--- src/hw/fuch_pkg.sv ---
// package: constants and register map for the format command handler
package fuch_pkg;
  // ==================================================
  // command block
  localparam logic [7:0] OP_FORMAT    = 8'h04;
  localparam logic [7:0] OP_INQUIRY   = 8'h12;
  localparam logic [7:0] OP_REQ_SENSE = 8'h03;
  localparam int         CDB_LEN      = 6;
  localparam int         B1_FDP       = 4;
  localparam int         B1_CMPL      = 3;
  localparam int         HDR_LEN      = 4;
  localparam int         PAT_LEN      = 4;
  localparam int         DESC_LEN     = 8;
  // ==================================================
  // header byte 1 bits
  localparam int H_OPT_VALID  = 7;
  localparam int H_NO_PRIMARY = 6;
  localparam int H_NO_CERT    = 5;
  localparam int H_STOP_FMT   = 4;
  localparam int H_INIT_PAT   = 3;
  localparam logic [7:0] H_SUPPORTED = 8'hE8;
  // ==================================================
  // defect list formats
  localparam logic [2:0] DLF_BLOCK = 3'h0;
  localparam logic [2:0] DLF_BFI   = 3'h4;
  localparam logic [2:0] DLF_PHYS  = 3'h5;
  // ==================================================
  // status and sense
  localparam logic [7:0] ST_GOOD  = 8'h00;
  localparam logic [7:0] ST_CHECK = 8'h02;
  localparam logic [7:0] ST_RESV  = 8'h18;
  localparam logic [3:0] SK_NONE  = 4'h0;
  localparam logic [3:0] SK_NREADY = 4'h2;
  localparam logic [3:0] SK_ILLEGAL = 4'h5;
  localparam logic [7:0] ASC_NREADY = 8'h04;
  localparam logic [7:0] ASCQ_FMT   = 8'h04;
  localparam logic [7:0] ASC_INVPL  = 8'h26;
  localparam logic [7:0] ASCQ_NONE  = 8'h00;
  // ==================================================
  // register map of the initiator controller (word addresses, one per 32-bit register)
  localparam logic [3:0] A_CTRL   = 4'h0;
  localparam logic [3:0] A_CDB    = 4'h1;
  localparam logic [3:0] A_DOUT   = 4'h2;
  localparam logic [3:0] A_STAT   = 4'h3;
  localparam logic [3:0] A_IRQ    = 4'h4;
  localparam logic [3:0] A_MASK   = 4'h5;
  localparam logic [3:0] A_SENSE  = 4'h6;
  localparam int         CTRL_GO  = 0;
  localparam int         IRQ_DONE = 0;
  localparam int         IRQ_DREQ = 1;
  localparam int         FMT_TICKS = 16;
endpackage : fuch_pkg

--- src/hw/fuch_if.sv ---
// interface: byte-wide command/data/status link between initiator and target
interface fuch_if;
  logic       cmd_valid;
  logic [7:0] cmd_byte;
  logic       cmd_ready;
  logic       dout_req;
  logic       dout_valid;
  logic [7:0] dout_byte;
  logic       din_valid;
  logic [7:0] din_byte;
  logic       stat_valid;
  logic [7:0] stat_byte;
  modport target (input cmd_valid, cmd_byte, dout_valid, dout_byte,
                  output cmd_ready, dout_req, din_valid, din_byte, stat_valid, stat_byte);
  modport initiator (output cmd_valid, cmd_byte, dout_valid, dout_byte,
                     input cmd_ready, dout_req, din_valid, din_byte, stat_valid, stat_byte);
endinterface : fuch_if

--- src/hw/fuch_defect_list.sv ---
// grown defect list store with merge and clear
module fuch_defect_list #(
  parameter int DEPTH = 16
) (
  // clock and reset
  input  wire logic        mclk,
  input  wire logic        rst_n,
  // control
  input  wire logic        clear,
  input  wire logic        add,
  input  wire logic [31:0] addr,
  // status
  output logic [7:0]       count,
  output logic             full
);
  logic [31:0] mem [DEPTH];
  logic [7:0]  cnt_q;
  assign count = cnt_q;
  assign full  = (cnt_q == 8'(DEPTH));
  // the primary list is never held here, so it cannot be altered
  always_ff @(posedge mclk or negedge rst_n) begin
    if (!rst_n) begin
      cnt_q <= 8'h00;
    end else if (clear) begin
      cnt_q <= 8'h00;
    end else if (add && !full) begin
      cnt_q <= cnt_q + 8'h01;
    end
  end
  always_ff @(posedge mclk) begin
    if (add && !full && !clear) begin
      mem[cnt_q[$clog2(DEPTH)-1:0]] <= addr;
    end
  end
endmodule : fuch_defect_list

--- src/hw/fuch_target.sv ---
// target end: command decode, format state, parameter list parse
module fuch_target #(
  parameter int DEPTH = 16
) (
  // clock and reset
  input  wire logic        mclk,
  input  wire logic        rst_n,
  // link
  fuch_if.target           lnk,
  // unit state
  input  wire logic        unit_reserved,
  input  wire logic        extent_reserved,
  input  wire logic        cert_defect,
  input  wire logic [31:0] cert_addr,
  input  wire logic        format_done,
  input  wire logic        format_fail,
  // status
  output logic             format_busy,
  output logic [15:0]      progress,
  output logic [7:0]       defect_count
);
  typedef enum logic [2:0] {S_CDB, S_HDR, S_PAT, S_DESC, S_STAT, S_DATA} fuch_tst_t;
  fuch_tst_t   st_q;
  logic [7:0]  cdb_q [fuch_pkg::CDB_LEN];
  logic [2:0]  idx_q;
  logic [15:0] len_q, cnt_q;
  logic [7:0]  hb1_q;
  logic [31:0] dacc_q;
  logic [7:0]  stat_q;
  logic        busy_q;
  logic [3:0]  sk_q;
  logic [7:0]  asc_q, ascq_q;
  logic [15:0] prog_q;
  logic        clr, add_d;
  logic [31:0] add_addr;
  logic        tick;
  // ==================================================
  // decode
  wire        cdb_last = (idx_q == 3'(fuch_pkg::CDB_LEN - 1));
  wire [7:0]  op       = cdb_q[0];
  wire        fdp      = cdb_q[1][fuch_pkg::B1_FDP];
  wire        cmpl     = cdb_q[1][fuch_pkg::B1_CMPL];
  wire [2:0]  dlf      = cdb_q[1][2:0];
  wire        resv     = unit_reserved | extent_reserved;
  wire        dlf_ok   = (dlf == fuch_pkg::DLF_BLOCK) | (dlf == fuch_pkg::DLF_BFI) |
                         (dlf == fuch_pkg::DLF_PHYS);
  wire        take     = lnk.dout_valid;
  assign lnk.cmd_ready  = (st_q == S_CDB);
  assign lnk.dout_req   = (st_q == S_HDR) | (st_q == S_PAT) | (st_q == S_DESC);
  assign lnk.stat_valid = (st_q == S_STAT);
  assign lnk.stat_byte  = stat_q;
  assign lnk.din_valid  = (st_q == S_DATA);
  assign lnk.din_byte   = {sk_q, 4'h0} ^ 8'h00;
  assign format_busy    = busy_q;
  assign progress       = prog_q;
  fuch_defect_list #(.DEPTH(DEPTH)) u_glist (
    .mclk  (mclk),
    .rst_n (rst_n),
    .clear (clr),
    .add   (add_d),
    .addr  (add_addr),
    .count (defect_count),
    .full  ()
  );
  // certification defects share the port; descriptor adds take priority
  // the defect address is the last four bytes of each eight-byte descriptor
  wire        desc_end = (st_q == S_DESC) && take && (cnt_q[2:0] == 3'(fuch_pkg::DESC_LEN - 1));
  assign add_addr = desc_end ? {dacc_q[23:0], lnk.dout_byte} : cert_addr;
  assign add_d    = desc_end | (busy_q & cert_defect);
  // saturating, so a long format never shows progress wrapping back to zero
  assign tick     = busy_q & (prog_q != 16'hFFFF);
  // ==================================================
  // main sequencer
  always_ff @(posedge mclk or negedge rst_n) begin
    if (!rst_n) begin
      st_q <= S_CDB;
      idx_q <= 3'h0;
      len_q <= 16'h0000;
      cnt_q <= 16'h0000;
      hb1_q <= 8'h00;
      dacc_q <= 32'h0000_0000;
      stat_q <= fuch_pkg::ST_GOOD;
      busy_q <= 1'b0;
      sk_q <= fuch_pkg::SK_NONE;
      asc_q <= 8'h00;
      ascq_q <= 8'h00;
      prog_q <= 16'h0000;
      clr <= 1'b0;
      for (int i = 0; i < fuch_pkg::CDB_LEN; i++) begin
        cdb_q[i] <= 8'h00;
      end
    end else begin
      clr <= 1'b0;
      if (tick) begin
        prog_q <= prog_q + 16'h0001;
      end
      if (busy_q && (format_done || format_fail)) begin
        busy_q <= 1'b0;
        // a failure leaves not-ready for the next sense; success drops the stale key
        sk_q   <= format_fail ? fuch_pkg::SK_NREADY : fuch_pkg::SK_NONE;
      end
      case (st_q)
        S_CDB: begin
          if (lnk.cmd_valid) begin
            cdb_q[idx_q] <= lnk.cmd_byte;
            idx_q <= cdb_last ? 3'h0 : idx_q + 3'h1;
            if (idx_q == 3'h0) begin
              cdb_q[1] <= 8'h00;
            end
            if (cdb_last) begin
              st_q <= S_STAT;
              stat_q <= fuch_pkg::ST_GOOD;
              // sense and inquiry are decoded first: formatting never refuses them
              if (op == fuch_pkg::OP_INQUIRY) begin
                st_q <= S_DATA;
              end else if (op == fuch_pkg::OP_REQ_SENSE) begin
                st_q <= S_DATA;
                if (busy_q) begin
                  sk_q <= fuch_pkg::SK_NREADY;
                  asc_q <= fuch_pkg::ASC_NREADY;
                  ascq_q <= fuch_pkg::ASCQ_FMT;
                end
              end else if (resv) begin
                stat_q <= fuch_pkg::ST_RESV;
              end else if (busy_q) begin
                stat_q <= fuch_pkg::ST_CHECK;
              end else if (op == fuch_pkg::OP_FORMAT) begin
                if (!dlf_ok) begin
                  stat_q <= fuch_pkg::ST_CHECK;
                  sk_q <= fuch_pkg::SK_ILLEGAL;
                end else if (fdp) begin
                  st_q <= S_HDR;
                  cnt_q <= 16'h0000;
                end else begin
                  busy_q <= 1'b1;
                  prog_q <= 16'h0000;
                  clr <= cmpl;
                end
              end
            end
          end
        end
        S_HDR: begin
          if (take) begin
            cnt_q <= cnt_q + 16'h0001;
            if (cnt_q == 16'h0001) begin
              hb1_q <= lnk.dout_byte;
            end
            if (cnt_q == 16'h0002) begin
              len_q[15:8] <= lnk.dout_byte;
            end
            if (cnt_q == 16'h0003) begin
              len_q[7:0] <= lnk.dout_byte;
              cnt_q <= 16'h0000;
              st_q <= hb1_q[fuch_pkg::H_INIT_PAT] ? S_PAT : S_DESC;
              // options are judged after the length bytes, so the header is always drained
              if ((hb1_q & ~fuch_pkg::H_SUPPORTED) != 8'h00) begin
                st_q <= S_STAT;
                stat_q <= fuch_pkg::ST_CHECK;
                sk_q <= fuch_pkg::SK_ILLEGAL;
                asc_q <= fuch_pkg::ASC_INVPL;
                ascq_q <= fuch_pkg::ASCQ_NONE;
              end else if (!hb1_q[fuch_pkg::H_INIT_PAT] && {len_q[15:8], lnk.dout_byte} == 16'h0000) begin
                st_q <= S_STAT;
                busy_q <= 1'b1;
                prog_q <= 16'h0000;
                clr <= cmpl;
              end else begin
                clr <= cmpl;
              end
            end
          end
        end
        S_PAT: begin
          if (take) begin
            cnt_q <= cnt_q + 16'h0001;
            if (cnt_q == 16'(fuch_pkg::PAT_LEN - 1)) begin
              cnt_q <= 16'h0000;
              st_q <= (len_q == 16'h0000) ? S_STAT : S_DESC;
              busy_q <= (len_q == 16'h0000);
              prog_q <= 16'h0000;
            end
          end
        end
        S_DESC: begin
          if (take) begin
            dacc_q <= {dacc_q[23:0], lnk.dout_byte};
            cnt_q <= cnt_q + 16'h0001;
            if (cnt_q == len_q - 16'h0001) begin
              st_q <= S_STAT;
              busy_q <= 1'b1;
              prog_q <= 16'h0000;
            end
          end
        end
        S_STAT: begin
          st_q <= S_CDB;
        end
        default: begin
          st_q <= S_STAT;
          if (!busy_q) begin
            sk_q <= fuch_pkg::SK_NONE;
          end
        end
      endcase
    end
  end
endmodule : fuch_target
--- src/flat_wrapper.sv ---
// flat-port wrapper written by rule: the top's interface ports become plain ports
module fuch_target_flat 
#(
  parameter int DEPTH = 16
)
  (mclk, rst_n, unit_reserved, extent_reserved, cert_defect, cert_addr, format_done, format_fail, format_busy, progress, defect_count, lnk_cmd_valid, lnk_cmd_byte, lnk_dout_valid, lnk_dout_byte, lnk_cmd_ready, lnk_dout_req, lnk_din_valid, lnk_din_byte, lnk_stat_valid, lnk_stat_byte);
  fuch_if lnk_i ();
  input  wire logic mclk;
  input  wire logic rst_n;
  input  wire logic unit_reserved;
  input  wire logic extent_reserved;
  input  wire logic cert_defect;
  input  wire logic [31:0] cert_addr;
  input  wire logic format_done;
  input  wire logic format_fail;
  output logic format_busy;
  output logic [15:0] progress;
  output logic [7:0] defect_count;
  input wire logic [$bits(lnk_i.cmd_valid)-1:0] lnk_cmd_valid;
  input wire logic [$bits(lnk_i.cmd_byte)-1:0] lnk_cmd_byte;
  input wire logic [$bits(lnk_i.dout_valid)-1:0] lnk_dout_valid;
  input wire logic [$bits(lnk_i.dout_byte)-1:0] lnk_dout_byte;
  output wire logic [$bits(lnk_i.cmd_ready)-1:0] lnk_cmd_ready;
  output wire logic [$bits(lnk_i.dout_req)-1:0] lnk_dout_req;
  output wire logic [$bits(lnk_i.din_valid)-1:0] lnk_din_valid;
  output wire logic [$bits(lnk_i.din_byte)-1:0] lnk_din_byte;
  output wire logic [$bits(lnk_i.stat_valid)-1:0] lnk_stat_valid;
  output wire logic [$bits(lnk_i.stat_byte)-1:0] lnk_stat_byte;
  assign lnk_i.cmd_valid = lnk_cmd_valid;
  assign lnk_i.cmd_byte = lnk_cmd_byte;
  assign lnk_i.dout_valid = lnk_dout_valid;
  assign lnk_i.dout_byte = lnk_dout_byte;
  assign lnk_cmd_ready = lnk_i.cmd_ready;
  assign lnk_dout_req = lnk_i.dout_req;
  assign lnk_din_valid = lnk_i.din_valid;
  assign lnk_din_byte = lnk_i.din_byte;
  assign lnk_stat_valid = lnk_i.stat_valid;
  assign lnk_stat_byte = lnk_i.stat_byte;
  fuch_target #(.DEPTH(DEPTH)) u_core (.mclk(mclk), .rst_n(rst_n), .lnk(lnk_i), .unit_reserved(unit_reserved), .extent_reserved(extent_reserved), .cert_defect(cert_defect), .cert_addr(cert_addr), .format_done(format_done), .format_fail(format_fail), .format_busy(format_busy), .progress(progress), .defect_count(defect_count));
endmodule
--- config.mk ---
export PLATFORM = sky130hd
export DESIGN_NAME = fuch_target_flat
export DESIGN_NICKNAME = d
export VERILOG_FILES = /design/src/hw/fuch_pkg.sv /design/src/hw/fuch_if.sv /design/src/hw/fuch_defect_list.sv /design/src/hw/fuch_target.sv /design/src/flat_wrapper.sv
export SDC_FILE = /design/constraint.sdc
export NUM_CORES = 1
export LEC_CHECK = 0
export BUFFER_PORTS_ARGS = -buffer_cell sky130_fd_sc_hd__buf_2
export CORE_MARGIN = 2
export CORE_UTILIZATION = 40
export DETAILED_ROUTE_END_ITERATION = 6
export HOLD_SLACK_MARGIN = 0.1
export PLACE_DENSITY = 0.65
export RECOVER_POWER = 25
export SYNTH_ARGS = -nofsm -noshare
export SYNTH_HDL_FRONTEND = slang
export SYNTH_HIERARCHICAL = 1
export SYNTH_SLANG_ARGS = --single-unit
export TNS_END_PERCENT = 10
--- constraint.sdc ---
create_clock -name mclk -period 2.47 [get_ports mclk]
set_input_delay 0.247 -clock mclk [delete_from_list [all_inputs] [get_ports mclk]]
set_output_delay 0.247 -clock mclk [all_outputs]
set_load 0.005 [all_outputs]
==> summary.md <==
| Metric | Value |
|---|---|
| Gr ovfl total | 0 |
| Kind of critical path | reg -> reg |
| Die X-Extent | 119.9 um |
| Synth Warn # | 6 |
| Die Y | 119.9 um |
| N_diodes | 0 |
| Placed Cells | 835 |
| Largest net degree at the start of global routing | 52 |
| Startpoint type of the worst setup path | flop |
| Final Core Density | 49.42% |
| Total track usage | 19.37% |
| Final Skew | 0.007054 ns |
| # port buffers | 60 |
| Io pins | 102 |
| Final std cells w/o fill | 851 |
| CP Capture Type | flop |
| Vias | 4659 |
| Req. time, crit path | 2.74 ns |
| First-pass GRT wire length | 22120 um |
| H-tree depth | 3 |
| Hold Crit Class | in -> reg |
| Multi-input gate area | 2975 um2 |
| Ratio of cells with drive above 1 in the final layout | 27.41% |
| Fin. Hold Viols | 0 |
| Drt wl/cell | 15.76 um |
| Via/cell ratio | 5.475 |
| Placed instance area | 6150 um2 |
| DR pass1 iterations | 4 |
| Reg2reg setup slack | -0.15 ns |
| Unrepaired setup endpoints after global routing | yes |
| Cell row count | 42 |
| Flip-flop and latch area | 2205 um2 |
| Net count reported at finish | 737 |
| Worst EP arrival | 2.89 ns |
| Post-layout min period | 2.617 ns |
| Pins Over Slew Limit | 0 |
| Initial antenna violation count | 0 |
| CTS max path bufs | 2 |
| Slew headroom | 13.89% |
| Hold_ws | 0.1303 ns |
| Leakage | 2.917 nW |
| Total CTS buffers | 9 |
| Worst-path clk slew | 0.06 ns |
| Final Wtd Congestion | 0.9181 |
| # fillers | 1228 |
| DRC errors left | 0 |
| Final worst setup slack | -0.1472 ns |
| Die area | 14370 um2 |
| Design Area, Final | 6519 um2 |
| Failing checks | setup timing |
| Max_cap viols | 0 |
| Synthesized area per cell | 9.342 um2 |
| Final Cycle Share | 106.0% |
| Peak supply drop | 0.0006747 V |
| Initial Util | 40.72% |
| Area grow syn2layout | 21.36% |
| Clock Latency Late Sink | 0.35 ns |
| Most frequent cells in the layout | dfrtp_1 (86), buf_2 (59), buf_4 (50), nand2_1 (50), o21ai_0 (50) |
| CTS Sinks | 88 |
| Antenna Nets Post-Route | 0 |
| Fmax | 382.1 MHz |
| Critical Path Fanout Max | 19 |
| Iter 0 DRT Violations | 360 |
| HPWL Detailed | 9896 um |
| CTS tree | built |
| PwrDens | 1169 nW/um2 |
| Vias in the first global route | 4541 |
| Outcome | complete, but fails checks |
| Wirelength, routed | 13410 um |
| Core area | 13190 um2 |
| Least-Margin Pin Slew | 1.292 ns |
| Final setup vio count | 19 |
| Most common cell after layout, fill and taps aside | dfrtp_1 |
| Synthesized area | 5371 um2 |
| Mapped Cells | 575 |
| CTS Root Cell | clkbuf_16 |
metal layers:
layer / vias to the layer above / routed length, um / GRT usage (%)
met3: 21 / 568 / 4.230
met2: 128 / 6381 / 30.86
li1: 2259 / - / -
met5: - / 0 / 0
met4: 0 / 279 / 7.721
met1: 2251 / 6178 / 25.70
power by group:
group / internal, mW / switching [mW] / leakage (nW)
logic: 1.84 / 1.90 / 1.59
registers: 1.84 / 0.458 / 1.17
clock network: 1.01 / 0.568 / 0.161
total: 4.69 / 2.93 / 2.92
flip-flops by register name (all words and copies together), names as in the netlist:
name / count
u_core/cnt_q: 16
u_core/st_q: 3
u_core/sk_q: 4
u_core/clr: 1
u_core/hb1_q: 5
u_core/lnk.stat_byte: 2
u_core/u_glist/count: 8
u_core/len_q: 16
u_core/idx_q: 3
u_core/op: 8
u_core/cdb_q: 5
u_core/progress: 16
u_core/format_busy: 1
timing repair:
action                                  in CTS  in global routing
endpoints found under the setup margin      19                 21
buffers inserted                             0                  0
resized for setup                            1                  4
pin swaps                                    9                  0
hold buffers                                 1                  0
hold endpoints to repair                    50                  0
worst paths after layout:
kind	start	endpoint	depth (start not counted)
min reg2reg	u_core/cdb_q[32]	u_core/cdb_q[32]	2
max reg2reg	u_core/len_q[1]	u_core/st_q[2]	8
max	u_core/len_q[1]	u_core/st_q[2]	8
min	lnk_cmd_byte[5]	u_core/op[5]	2
min in group asynchronous	rst_n	u_core/u_glist/count[6]	2
max in group asynchronous	rst_n	u_core/len_q[2]	2
metrics by stage:
stage               setup WS [ns]  setup TNS [ns]  power, mW
global placement         -0.08517         -0.5805      5.840
floorplan                -0.03132         -0.2253      4.580
detailed placement        -0.1277          -1.718      5.982
finish                    -0.1472          -1.600      7.623
CTS                       -0.1181          -1.395      7.597
global route              -0.2662          -3.783      8.162
final cells by class:
cell class	instances	share of cell area (%)
clock buffer	10	3.666
tap	176	3.378
timing repair buffer	113	11.13
inverter	13	0.7486
clock inverter	5	1.612
multi-input combinational	446	45.64
sequential	88	33.82
worst max-delay path, stage by stage (launching register included):
cell	delay (ns)
dfrtp_2	0.44
nor4_4	0.34
nand4b_2	0.16
or4_4	0.45
a2111oi_4	0.39
o2111ai_2	0.20
o21ai_4	0.20
buf_12	0.18
nor3b_4	0.18
(Power assumes the default switching activity.)
